`config.mk`:
```
export PLATFORM = sky130hd
export DESIGN_NAME = ctd_detector
export DESIGN_NICKNAME = d
export VERILOG_FILES = /design/src/logic/ctd_pkg.sv /design/src/logic/ctd_link_if.sv /design/src/logic/ctd_tap_div.sv /design/src/logic/ctd_duty.sv /design/src/logic/ctd_detector.sv
export SDC_FILE = /design/constraint.sdc
export NUM_CORES = 1
export LEC_CHECK = 0
export BUFFER_PORTS_ARGS = -buffer_cell sky130_fd_sc_hd__buf_2
export CAP_MARGIN = 10
export CORE_MARGIN = 2
export CORE_UTILIZATION = 60
export CTS_CLUSTER_DIAMETER = 50
export DETAILED_ROUTE_END_ITERATION = 8
export GPL_TIMING_DRIVEN = 0
export PLACE_DENSITY_LB_ADDON = 0.3
export SYNTH_ARGS = -nofsm -noshare
export SYNTH_HDL_FRONTEND = slang
export SYNTH_HIERARCHICAL = 1
export SYNTH_SLANG_ARGS = --single-unit
```
`constraint.sdc`:
```
create_clock -name I_CLOCK -period 4.55 [get_ports I_CLOCK]
set_input_delay 0.455 -clock I_CLOCK [delete_from_list [all_inputs] [get_ports I_CLOCK]]
set_output_delay 0.455 -clock I_CLOCK [all_outputs]
set_load 0.02 [all_outputs]
```
`src/logic/ctd_pkg.sv`:
```
// constants for the control track code detector
package ctd_pkg;
	// ---------------------------------------------
	// register indices, byte address is index * 4
	// ---------------------------------------------
	localparam logic [15:0] IDX_SYNC_STATUS = 16'hFFEF;
	localparam logic [15:0] IDX_INDEX_COUNT = 16'hFFF0;
	localparam logic [15:0] IDX_CLOCK_SEL = 16'hFFF1;
	localparam logic [15:0] IDX_FLAG_CLEAR = 16'hFFF2;
	localparam logic [15:0] IDX_ADDR_DATA = 16'hFFF3;
	// ---------------------------------------------
	// field positions
	// ---------------------------------------------
	localparam int BIT_DUTY = 0;
	localparam int BIT_INDEX = 1;
	localparam int BIT_ADDR = 2;
	localparam int BIT_CLR_INDEX = 0;
	localparam int BIT_CLR_ADDR = 1;
	// ---------------------------------------------
	// reset values and widths
	// ---------------------------------------------
	localparam logic [3:0] RST_INDEX_COUNT = 4'h0;
	localparam logic [1:0] RST_CLOCK_SEL = 2'h0;
	localparam int PERIOD_W = 10;
	localparam int RUN_W = 6;
	localparam int CODE_W = 16;
	localparam logic [5:0] HEADER_RUN = 6'h09;
	localparam logic [3:0] CODE_LAST = 4'hF;
	// shift of time base tap 2 against the clock
	localparam int TAP2_SHIFT = 3;
	// code discriminator states, gray from hunt to shift, two bits flip back to hunt
	typedef enum logic [1:0] {
		CTD_HUNT = 2'b00,
		CTD_WAIT_ZERO = 2'b01,
		CTD_SHIFT = 2'b11
	} ctd_state_t;
endpackage : ctd_pkg

```
`src/logic/ctd_link_if.sv`:
```
// interface between divider, duty and code stages
`timescale 1ns/1ps
`default_nettype none
interface ctd_link_if;
	logic tick; // counter clock enable pulse
	logic res_valid; // duty result pulse
	logic res_bit; // duty result value
	modport div (output tick);
	modport duty (input tick, output res_valid, output res_bit);
	modport code (input res_valid, input res_bit);
endinterface : ctd_link_if
`default_nettype wire

```
`src/logic/ctd_tap_div.sv`:
```
// time base tap divider for the period counter
`timescale 1ns/1ps
`default_nettype none
module ctd_tap_div #(
	parameter int TAP_SHIFT = ctd_pkg::TAP2_SHIFT
) (
	input wire logic i_clock,
	input wire logic i_rst,
	input wire logic [1:0] i_sel,
	ctd_link_if.div lnk
);
	logic [15:0] cnt_ff; // free running prescaler
	logic [15:0] mask; // low bits for the tap
	logic tick_ff; // registered tap pulse
	// 00 tap 2, 01 tap 4, 10 tap 6, 11 tap 8
	// tap select
	assign mask = 16'((32'h1 << (TAP_SHIFT + 2 * int'(i_sel))) - 1);
	// prescaler count
	always_ff @(posedge i_clock) begin
		if (i_rst) begin
			cnt_ff <= 16'h0000;
		end else begin
			cnt_ff <= cnt_ff + 16'h0001;
		end
	end
	// one pulse per tap period
	always_ff @(posedge i_clock) begin
		if (i_rst) begin
			tick_ff <= 1'b0;
		end else begin
			tick_ff <= ((cnt_ff & mask) == mask);
		end
	end
	assign lnk.tick = tick_ff;
	tap_rate_a: assert property (@(posedge i_clock) disable iff (i_rst)
		tick_ff |-> (($past(cnt_ff) & $past(mask)) == $past(mask)))
		else $error("tap pulse off its period");
endmodule : ctd_tap_div
`default_nettype wire

```
`src/logic/ctd_duty.sv`:
```
// duty discriminator: period counter, half latch, sr flop
`timescale 1ns/1ps
`default_nettype none
module ctd_duty (
	input wire logic i_clock,
	input wire logic i_rst,
	input wire logic i_pulse,
	ctd_link_if.duty lnk
);
	localparam int W = ctd_pkg::PERIOD_W;
	logic pulse_ff; // previous pulse level
	logic [W-1:0] cnt_ff; // period up counter
	logic [W-2:0] half_ff; // half of last period
	logic sr_ff; // set-reset hold flop
	logic res_ff; // sampled result
	logic vld_ff; // result pulse
	logic rise, fall, match;
	assign rise = i_pulse & ~pulse_ff;
	assign fall = ~i_pulse & pulse_ff;
	assign match = (cnt_ff[W-2:0] == half_ff);
	// edge detect
	always_ff @(posedge i_clock) begin
		if (i_rst) begin
			pulse_ff <= 1'b0;
		end else begin
			pulse_ff <= i_pulse;
		end
	end
	always_ff @(posedge i_clock) begin
		if (i_rst) begin
			cnt_ff <= '0;
			half_ff <= '0;
		end else if (rise) begin
			half_ff <= cnt_ff[W-1:1];
			cnt_ff <= '0;
		end else if (lnk.tick && cnt_ff != '1) begin
			cnt_ff <= cnt_ff + W'(1);
		end
	end
	// set at rise, reset on match while high
	always_ff @(posedge i_clock) begin
		if (i_rst) begin
			sr_ff <= 1'b1;
		end else if (rise) begin
			sr_ff <= 1'b1;
		end else if (i_pulse && match) begin
			sr_ff <= 1'b0;
		end
	end
	// sample at fall, short high gives 1
	always_ff @(posedge i_clock) begin
		if (i_rst) begin
			res_ff <= 1'b0;
			vld_ff <= 1'b0;
		end else begin
			vld_ff <= fall;
			if (fall) begin
				res_ff <= sr_ff;
			end
		end
	end
	assign lnk.res_valid = vld_ff;
	assign lnk.res_bit = res_ff;
	half_latch_a: assert property (@(posedge i_clock) disable iff (i_rst)
		$past(rise) |-> (half_ff == $past(cnt_ff[W-1:1]) && cnt_ff == '0))
		else $error("half period not latched");
	sr_match_a: assert property (@(posedge i_clock) disable iff (i_rst)
		(i_pulse && pulse_ff && match) |=> !sr_ff)
		else $error("match did not reset flop");
	sample_fall_a: assert property (@(posedge i_clock) disable iff (i_rst)
		fall |=> (vld_ff && res_ff == $past(sr_ff)))
		else $error("result not sampled at fall");
endmodule : ctd_duty
`default_nettype wire

```
`src/logic/ctd_detector.sv`:
```
// control track code detector top with AHB-Lite slave
`timescale 1ns/1ps
`default_nettype none
module ctd_detector (
	input wire logic I_CLOCK,
	input wire logic I_RST,
	input wire logic I_HSEL,
	input wire logic [31:0] I_HADDR,
	input wire logic [1:0] I_HTRANS,
	input wire logic I_HWRITE,
	input wire logic [2:0] I_HSIZE,
	input wire logic [31:0] I_HWDATA,
	input wire logic I_HREADY,
	output logic [31:0] O_HRDATA,
	output logic O_HREADYOUT,
	output logic O_HRESP,
	input wire logic I_CTL_PULSE,
	output logic O_CODE_IRQ,
	output logic O_EDGE_IRQ
);
	// ---------------------------------------------
	// internal link and stages
	// ---------------------------------------------
	ctd_link_if lnk ();
	logic [1:0] clk_sel_ff; // counter tap select
	ctd_tap_div u_div (
		.i_clock(I_CLOCK),
		.i_rst(I_RST),
		.i_sel(clk_sel_ff),
		.lnk(lnk)
	);
	// only the shaped track pulse drives it
	ctd_duty u_duty (
		.i_clock(I_CLOCK),
		.i_rst(I_RST),
		.i_pulse(I_CTL_PULSE),
		.lnk(lnk)
	);

	// ---------------------------------------------
	// bus decode
	// ---------------------------------------------
	logic [3:0] idx_set_ff; // index count setting
	logic duty_flag_ff; // last duty result
	logic idx_flag_ff; // index detected
	logic adr_flag_ff; // address word detected
	logic [15:0] adr_data_ff; // latched address word
	logic hi_sel_ff; // next read gives high byte
	logic wr_ff; // write in data phase
	logic [15:0] wr_idx_ff; // index of that write
	logic [31:0] rdata_ff; // read data register
	logic access; // accepted address phase
	logic rd_acc; // accepted read
	logic [15:0] a_idx; // register index of address
	logic a_map; // address inside window
	logic wr_data; // write arriving now
	logic [7:0] wb; // written byte

	// index check for one register
	function automatic logic hit(input logic [15:0] idx,
		input logic [15:0] reg_idx, input logic mapped);
		hit = mapped && (idx == reg_idx);
	endfunction : hit

	assign access = I_HSEL && I_HTRANS[1] && I_HREADY;
	assign rd_acc = access && !I_HWRITE;
	assign a_idx = I_HADDR[17:2];
	assign a_map = (I_HADDR[31:18] == 14'h0000) && (I_HADDR[1:0] == 2'h0);
	assign wr_data = wr_ff;
	assign wb = I_HWDATA[7:0];
	// zero wait states, always okay
	assign O_HREADYOUT = 1'b1;
	assign O_HRESP = 1'b0;

	// capture the write address phase
	always_ff @(posedge I_CLOCK) begin
		if (I_RST) begin
			wr_ff <= 1'b0;
			wr_idx_ff <= 16'h0000;
		end else begin
			// unmapped writes are dropped
			wr_ff <= access && I_HWRITE && a_map;
			if (access) begin
				wr_idx_ff <= a_idx;
			end
		end
	end

	// ---------------------------------------------
	// control registers
	// ---------------------------------------------
	// software settings
	always_ff @(posedge I_CLOCK) begin
		if (I_RST) begin
			idx_set_ff <= ctd_pkg::RST_INDEX_COUNT;
			clk_sel_ff <= ctd_pkg::RST_CLOCK_SEL;
		end else if (wr_data) begin
			// index count in bits 3 to 0
			if (wr_idx_ff == ctd_pkg::IDX_INDEX_COUNT) begin
				idx_set_ff <= wb[3:0];
			end
			if (wr_idx_ff == ctd_pkg::IDX_CLOCK_SEL) begin
				clk_sel_ff <= wb[1:0];
			end
		end
	end

	// ---------------------------------------------
	// code discriminator
	// ---------------------------------------------
	ctd_pkg::ctd_state_t state_ff; // header/word state
	ctd_pkg::ctd_state_t nxt_state;
	logic [5:0] run_ff; // consecutive ones
	logic [5:0] nxt_run;
	logic zero_seen_ff; // a 0 opened the run
	logic [15:0] shift_ff; // incoming code bits
	logic [3:0] bit_cnt_ff; // bits shifted so far
	logic idx_hit; // index run reached
	logic hdr_hit; // header run reached
	logic adr_done; // sixteenth bit in
	logic vld, bitv;
	assign vld = lnk.res_valid;
	assign bitv = lnk.res_bit;

	always_comb begin
		nxt_run = run_ff;
		if (vld) begin
			if (!bitv) begin
				nxt_run = 6'h00;
			end else if (run_ff != 6'h3F) begin
				nxt_run = run_ff + 6'h01;
			end
		end
	end
	always_ff @(posedge I_CLOCK) begin
		if (I_RST) begin
			run_ff <= 6'h00;
			zero_seen_ff <= 1'b0;
		end else begin
			run_ff <= nxt_run;
			if (vld && !bitv) begin
				zero_seen_ff <= 1'b1;
			end
		end
	end

	// run upper bits against setting, once
	assign idx_hit = vld && bitv && (idx_set_ff != 4'h0) &&
		(nxt_run == {idx_set_ff, 2'b00}) && (run_ff != nxt_run);
	assign hdr_hit = vld && bitv && zero_seen_ff &&
		(nxt_run == ctd_pkg::HEADER_RUN) && (run_ff != nxt_run);
	assign adr_done = vld && (state_ff == ctd_pkg::CTD_SHIFT) &&
		(bit_cnt_ff == ctd_pkg::CODE_LAST);

	// header, zero, word sequence
	always_comb begin
		nxt_state = state_ff;
		case (state_ff)
			ctd_pkg::CTD_HUNT: begin
				if (hdr_hit) begin
					nxt_state = ctd_pkg::CTD_WAIT_ZERO;
				end
			end
			ctd_pkg::CTD_WAIT_ZERO: begin
				// the word starts after the next 0
				if (vld && !bitv) begin
					nxt_state = ctd_pkg::CTD_SHIFT;
				end
			end
			ctd_pkg::CTD_SHIFT: begin
				if (adr_done) begin
					nxt_state = ctd_pkg::CTD_HUNT;
				end
			end
			default: begin
				nxt_state = ctd_pkg::CTD_HUNT;
			end
		endcase
	end
	always_ff @(posedge I_CLOCK) begin
		if (I_RST) begin
			state_ff <= ctd_pkg::CTD_HUNT;
		end else begin
			state_ff <= nxt_state;
		end
	end

	// shift register, first bit ends in bit 0
	always_ff @(posedge I_CLOCK) begin
		if (I_RST) begin
			shift_ff <= 16'h0000;
			bit_cnt_ff <= 4'h0;
		end else if (state_ff != ctd_pkg::CTD_SHIFT) begin
			bit_cnt_ff <= 4'h0;
		end else if (vld) begin
			shift_ff <= {bitv, shift_ff[15:1]};
			bit_cnt_ff <= bit_cnt_ff + 4'h1;
		end
	end
	// word latch keeps reads stable
	always_ff @(posedge I_CLOCK) begin
		if (I_RST) begin
			adr_data_ff <= 16'h0000;
		end else if (adr_done) begin
			adr_data_ff <= {bitv, shift_ff[15:1]};
		end
	end

	// ---------------------------------------------
	// flags and interrupts
	// ---------------------------------------------
	logic clr_idx, clr_adr;
	assign clr_idx = wr_data && (wr_idx_ff == ctd_pkg::IDX_FLAG_CLEAR) &&
		wb[ctd_pkg::BIT_CLR_INDEX];
	assign clr_adr = wr_data && (wr_idx_ff == ctd_pkg::IDX_FLAG_CLEAR) &&
		wb[ctd_pkg::BIT_CLR_ADDR];
	// detect flags, set wins over clear
	always_ff @(posedge I_CLOCK) begin
		if (I_RST) begin
			idx_flag_ff <= 1'b0;
			adr_flag_ff <= 1'b0;
		end else begin
			if (idx_hit) begin
				idx_flag_ff <= 1'b1;
			end else if (clr_idx) begin
				idx_flag_ff <= 1'b0;
			end
			if (adr_done) begin
				adr_flag_ff <= 1'b1;
			end else if (clr_adr) begin
				adr_flag_ff <= 1'b0;
			end
		end
	end
	always_ff @(posedge I_CLOCK) begin
		if (I_RST) begin
			duty_flag_ff <= 1'b0;
		end else if (vld) begin
			duty_flag_ff <= bitv;
		end
	end
	// one shared code pulse, edge pulse per result
	always_ff @(posedge I_CLOCK) begin
		if (I_RST) begin
			O_CODE_IRQ <= 1'b0;
			O_EDGE_IRQ <= 1'b0;
		end else begin
			O_CODE_IRQ <= idx_hit || adr_done;
			O_EDGE_IRQ <= vld;
		end
	end

	// ---------------------------------------------
	// read path
	// ---------------------------------------------
	// byte pointer of the address word
	always_ff @(posedge I_CLOCK) begin
		if (I_RST) begin
			hi_sel_ff <= 1'b0;
		end else if (wr_data && wr_idx_ff == ctd_pkg::IDX_ADDR_DATA) begin
			// write rewinds to the low byte
			hi_sel_ff <= 1'b0;
		end else if (rd_acc && hit(a_idx, ctd_pkg::IDX_ADDR_DATA, a_map)) begin
			hi_sel_ff <= ~hi_sel_ff;
		end
	end
	// read data chosen in address phase
	always_ff @(posedge I_CLOCK) begin
		if (I_RST) begin
			rdata_ff <= 32'h00000000;
		end else if (rd_acc) begin
			rdata_ff <= 32'h00000000;
			if (hit(a_idx, ctd_pkg::IDX_SYNC_STATUS, a_map)) begin
				rdata_ff[ctd_pkg::BIT_DUTY] <= duty_flag_ff;
				rdata_ff[ctd_pkg::BIT_INDEX] <= idx_flag_ff;
				rdata_ff[ctd_pkg::BIT_ADDR] <= adr_flag_ff;
			end
			if (hit(a_idx, ctd_pkg::IDX_INDEX_COUNT, a_map)) begin
				rdata_ff[3:0] <= idx_set_ff;
			end
			if (hit(a_idx, ctd_pkg::IDX_CLOCK_SEL, a_map)) begin
				rdata_ff[1:0] <= clk_sel_ff;
			end
			if (hit(a_idx, ctd_pkg::IDX_ADDR_DATA, a_map)) begin
				rdata_ff[7:0] <= hi_sel_ff ? adr_data_ff[15:8] : adr_data_ff[7:0];
			end
		end
	end
	assign O_HRDATA = rdata_ff;

	// ---------------------------------------------
	// checks
	// ---------------------------------------------
	index_flag_set_a: assert property (@(posedge I_CLOCK) disable iff (I_RST)
		idx_hit |=> (idx_flag_ff && O_CODE_IRQ))
		else $error("index hit lost");
	index_off_a: assert property (@(posedge I_CLOCK) disable iff (I_RST)
		(idx_set_ff == 4'h0 && !adr_done) |=> !O_CODE_IRQ)
		else $error("index fired while disabled");
	flag_clear_a: assert property (@(posedge I_CLOCK) disable iff (I_RST)
		(clr_adr && !adr_done) |=> !adr_flag_ff)
		else $error("address flag not cleared");
	shared_irq_a: assert property (@(posedge I_CLOCK) disable iff (I_RST)
		O_CODE_IRQ |-> ($past(idx_flag_ff) || idx_flag_ff || adr_flag_ff))
		else $error("irq without flag");
	header_run_a: assert property (@(posedge I_CLOCK) disable iff (I_RST)
		hdr_hit |=> (run_ff == ctd_pkg::HEADER_RUN))
		else $error("header at wrong run");
	word_len_a: assert property (@(posedge I_CLOCK) disable iff (I_RST)
		adr_done |=> (adr_flag_ff && state_ff == ctd_pkg::CTD_HUNT))
		else $error("word end not flagged");
	ptr_rewind_a: assert property (@(posedge I_CLOCK) disable iff (I_RST)
		(wr_data && wr_idx_ff == ctd_pkg::IDX_ADDR_DATA) |=> !hi_sel_ff)
		else $error("pointer not rewound");
	ptr_toggle_a: assert property (@(posedge I_CLOCK) disable iff (I_RST)
		(rd_acc && hit(a_idx, ctd_pkg::IDX_ADDR_DATA, a_map) && !wr_data)
		|=> (hi_sel_ff != $past(hi_sel_ff)))
		else $error("pointer did not toggle");
endmodule : ctd_detector
`default_nettype wire

```
# Word level (Yosys, flattened, before mapping)
# Cells that the tools add are included.
# Widths: inputs -> output; s select.
totals:
  input_bits: 75
  register_bits: 122
  out_inout_bits: 36
  elab_cells: 120
op_classes:
  n_reduce_logical: 43
  add_sub_neg: 6
  bitwise: 7
  n_mux: 16
  n_eq_ne: 22
  shift: 1
op_table:
  columns: ["cell", "count"]
  rows:
  - ["$eq 16x16->1 const B", 8]
  - ["$shl 1x32->16 const A", 1]
  - ["$logic_and 1x1->1", 27]
  - ["$mux 6", 3]
  - ["$add 16x1->16 const B", 1]
  - ["$and 16x16->16", 1]
  - ["$eq 16x16->1", 1]
  - ["$mux 8", 2]
  - ["$sub 16x1->16 const B", 1]
  - ["$logic_not 14->1", 1]
  - ["$add 10x1->10 const B", 1]
  - ["$ne 10x10->1 const B", 1]
  - ["$eq 9x9->1", 1]
  - ["$mux 2", 4]
  - ["$ne 2x2->1 const B", 4]
  - ["$add 6x1->6 const B", 1]
  - ["$eq 6x4->1 const B", 1]
  - ["$eq 6x6->1", 1]
  - ["$ne 6x6->1", 1]
  - ["$ne 6x6->1 const B", 1]
  - ["$pmux 2 s3", 1]
  - ["$reduce_and 2->1", 3]
  - ["$reduce_or 2->1", 3]
  - ["$add 2x3->4 const A", 1]
  - ["15 further kinds", 25]

# Logic depth before layout (Yosys ltp)
logic_depth:
  ltp_word: 9
  mapped_depth: 6

# Cells and area by module
# Netlist, hierarchy kept.
by_module_without_submodules:
  columns: ["mod", "cells_per_inst", "area_each_um2", "seq_area_each_um2", "n_inst"]
  rows:
  - ["ctd_detector", 471, 3824.9, 1621.6, 1]
  - ["ctd_duty", 131, 1087.3, 460.4, 1]
  - ["ctd_tap_div", 89, 790.8, 340.3, 1]

# Least setup slack after synthesis
# Ideal clock, no wire load.
synth_path:
  path_type: "flip-flop to flip-flop"
  from: "register run_ff[0]"
  to: "register O_CODE_IRQ"
  stages_incl_launch_ff: 7
  arrival_ns: 1.671
  period_less_slack_ns: 1.759
  setup_time_ns: 0.088
  path_buffers: 0
  setup_slack_ns: 2.791
  path_cell_list: "dfxtp_1 > ha_1 > and4_1 > and3_1 > a2111oi_4 > nand3_1 > o32ai_2"
synth_between:
  elab_chain_cells: 8
  word_cells_on_any_way: 10
  cone_classes: "add/sub (1); eq/ne (3); mux (3); reduce/logical (3)"
synth_rtl:
  columns: ["item", "line_no", "rtl"]
  rows:
  - ["start, declared", "ctd_detector.sv:113", "logic [5:0] run_ff;"]
  - ["start signal, assigned", "ctd_detector.sv:140", "run_ff <= nxt_run;"]
  - ["$add 6x1->6 / $ne 6x6->1 (equally long branches)", "ctd_detector.sv:131, ctd_detector.sv:130", null]
  - ["$mux 6", "ctd_detector.sv:130", "end else if (run_ff != 6'h3F) begin"]
  - ["$mux 6", "ctd_detector.sv:128", "if (!bitv) begin"]
  - ["$mux 6", "ctd_detector.sv:127", "if (vld) begin"]
  - ["$eq 6x6->1", "ctd_detector.sv:149", "(nxt_run == {idx_set_ff, 2'b00}) && (run_ff != nxt_run);"]
  - ["$logic_and 1x1->1", "ctd_detector.sv:148", "assign idx_hit = vld && bitv && (idx_set_ff != 4'h0) &&"]
  - ["$logic_and 1x1->1 (*)", "ctd_detector.sv:149", null]
  - ["$logic_or 1x1->1 (*)", "ctd_detector.sv:248", "O_CODE_IRQ <= idx_hit || adr_done;"]
  - ["end signal, assigned", "ctd_detector.sv:248", null]
  - ["end, declared", "ctd_detector.sv:18", "output logic O_CODE_IRQ,"]
# Every way passes the cells marked *; elsewhere a longest branch is shown, timed or not.
# A chain may end at the register's enable or synchronous reset.

# Worst setup path in the final report
# Ends and elaborated chain as after synthesis.

==> impl_metrics.env <==
export IMPL_outcome="complete, no violations"
export IMPL_h_tree_depth=4
export IMPL_synth_cell_types=72
export IMPL_maxCapViolCount=0
export IMPL_yosysMostFrequentCell="nand2_1"
export IMPL_hold_depth=3
export IMPL_reg2reg_slack_ps=2480
export IMPL_io_pins=111
export IMPL_setup_viol=0
export IMPL_setup_tns_final_ps=0
export IMPL_hp_start="I_HADDR[11]"
export IMPL_path_clk_slew_ps=60
export IMPL_period_minus_slack_ps=2072
export IMPL_antenna_found_initial=0
export IMPL_n_antenna_cell=0
export IMPL_ys_ff_latch=121
export IMPL_die_area_um2=10300
export IMPL_fp_coreArea_um2=9240
export IMPL_synth_area_um2=5703
export IMPL_slew_headroom_pct=56.68
export IMPL_tightest_slew_ps=649.7
export IMPL_skew_ps=7.842
export IMPL_cts_sinks=121
export IMPL_viasPerCell=5.513
export IMPL_grt_setup_unrepaired="false"
export IMPL_final_period_utilization_pct=45.54
export IMPL_seq_area_frac_synth_pct=42.47
export IMPL_stdcell_area_um2=6835
export IMPL_cp_arrival_ps=2510
export IMPL_start_util_pct=61.72
export IMPL_wire_per_inst_um=14.97
export IMPL_hpwlAfterDp_mm=9.776
export IMPL_start_kind="flop"
export IMPL_area_growth_pct=19.86
export IMPL_synthArstFlopShare_pct=0
export IMPL_num_fill_cells=676
export IMPL_synth_cells=691
export IMPL_clk_path_buf_depth=2
export IMPL_peakVddDrop_mv=0.3581
export IMPL_vias=5105
export IMPL_postCtsSetupBuffers=0
export IMPL_r2r_end="O_CODE_IRQ"
export IMPL_powerDensity_nw_per_um2=385.9
export IMPL_die_y_um=101.5
export IMPL_postCtsHoldBufs=0
export IMPL_grt_ovfl_total=0
export IMPL_whs_endpoint="wr_idx_ff[9]"
export IMPL_cp_end_kind="flop"
export IMPL_clockRootBuffer="clkbuf_8"
export IMPL_yosysTopAreaCellShare_pct=42.47
export IMPL_cts_tree="done"
export IMPL_clock_latency_ps=530
export IMPL_die_w_um=101.5
export IMPL_hold_slack_ps=178.2
export IMPL_drt_wl_total_mm=13.86
export IMPL_ys_flop_type="dfxtp_1"
export IMPL_place_gp_congestion=0.8563
export IMPL_track_usage_pct=27.54
export IMPL_worst_r2r_startpoint="run_ff[0]"
export IMPL_numCtsBuffers=17
export IMPL_num_rows=35
export IMPL_ant_nets=0
export IMPL_first_iter_violations=308
export IMPL_min_path_type="in -> reg"
export IMPL_num_nets_final=864
export IMPL_leakagePower_nw=2.588
export IMPL_grt_max_degree=17
export IMPL_grt_pass1_wl_mm=22.44
export IMPL_placed_cell_area_um2=6205
export IMPL_drc=0
export IMPL_yosys_area_top_type="dfxtp_1"
export IMPL_finalHoldViolCount=0
export IMPL_drt_first_pass_iters=4
export IMPL_slew_viol_final=0
export IMPL_crit_required_ps=4980
export IMPL_synth_warnings=6
export IMPL_worst_path_max_fanout=8
export IMPL_postSynthAreaPerCell_um2=8.253
export IMPL_grt_pass1_vias=4935
export IMPL_fmax_ghz=0.4826
export IMPL_worst_setup_path_type="reg -> reg"
export IMPL_synth_edff_count=0
export IMPL_r2r_cells=6
export IMPL_place_port_buffers=50
export IMPL_synth_area_leaders="dfxtp_1 (42%), nand2_1 (9.3%), a21oi_1 (6.6%), buf_4 (3.8%), nor2_1 (3.4%)"
export IMPL_drive_above_1_share_pct=18.82
export IMPL_synth_common_cells="nand2_1 (141), dfxtp_1 (121), a21oi_1 (75), nor2_1 (52), buf_4 (29)"
export IMPL_cts_resized=0
export IMPL_post_route_util_pct=73.97
## layer usage
layer  wire length, µm  GRT usage, %  vias to the layer above
li1                  -             -                     2518
met1              5901         32.91                     2400
met2              7094         48.19                      166
met3               664         5.866                       21
met4               200         11.12                        0
met5                 0             0                        -
## worst max-delay path: stages, from the launching register on
cell,delay [ps]
dfxtp_1,430
ha_1,340
nand4_1,280
o21ai_0,230
a22o_1,210
o2111ai_1,170
o32ai_2,320
## power breakdown
| part | internal [mW] | switching (mW) |
|---|---|---|
| clock | 0.955 | 0.481 |
| combinational | 0.0477 | 0.0768 |
| sequential | 1.07 | 0.00781 |
| total | 2.07 | 0.566 |
## worst max-delay path by stage
stage,from,endpoint,slack (ps),depth (start not counted)
final,run_ff[0],O_CODE_IRQ,2480,6
after global routing,run_ff[0],idx_flag_ff,2290,6
after CTS,run_ff[0],idx_flag_ff,2490,6
after detailed placement,run_ff[1],O_CODE_IRQ,2530,6
after global placement,run_ff[1],idx_flag_ff,2510,6
after floorplan,run_ff[0],O_CODE_IRQ,2790,6
## layout make-up
class / count / area [µm²] / share of cell area (%)
Multi-Input combinational cell: 521 / 2950 / 43.16
Sequential cell: 121 / 2422 / 35.44
Tap cell: 129 / 161.4 / 2.361
Inverter: 10 / 37.54 / 0.5491
Timing Repair Buffer: 50 / 250.2 / 3.661
Clock buffer: 19 / 431.7 / 6.315
Clock inverter: 13 / 198.9 / 2.910
Buffer: 63 / 382.9 / 5.601
## cell families after synthesis
kind of cell               count (synthesis)  synth area share (%)
muxes                                     18                 3.313
other                                      2                0.1317
DFF                                      121                 42.47
and+or+nand+nor                          312                 26.88
xor gates and xnor gates                  26                 3.993
adders and majority gates                  5                 1.097
AOI/OAI and AO/OA                        134                 14.74
buffers and inverters                     73                 7.372
## sequential cells by signal (all words and copies together) (netlist names), 2 cells and up
signal,count
u_duty/half_ff,9
bit_cnt_ff,4
O_HRDATA,8
u_duty/cnt_ff,10
u_div/cnt_ff,16
adr_data_ff,16
state_ff,2
shift_ff,15
run_ff,6
clk_sel_ff,2
wr_idx_ff,16
idx_set_ff,4
## metrics by stage
step / setup WS (ps) / cells / total power [mW]
finish: 2478 / 926 / 2.638
global route: 2287 / 926 / 2.712
CTS: 2495 / 926 / 2.645
detailed placement: 2531 / 894 / 1.222
global placement: 2506 / 894 / 1.219
floorplan: 2791 / 715 / 1.182
## layout by cell type (no fill, tap or decap), types with 3 or more instances in the layout
master     netlist  routed
nand3_1         17      17
clkinv_2         0       5
xnor2_1         16      16
or3_1            3       3
mux2i_1         11      11
nor2b_1         14      14
buf_2           10      60
o21a_1           4       4
dfxtp_1        121     121
xor2_1          10      10
conb_1           2      26
nor4_1          10      10
nor2_1          52      52
bufinv_16        0       5
buf_4           29      29
clkbuf_16        0      16
ha_1             5       5
clkbuf_8         1       3
and3_1           8       8
mux2_2           6       6
o21ai_0         18      18
inv_1           10      10
nand2_1        141     141
nor3_1          11      11
a21oi_1         75      75
a22oi_1          7       7
a31oi_1          4       4
buf_1            4       4
clkbuf_1        17      18
nand4_1         19      19
nand2b_1        11      11
Power figures use the tool's default switching activity.
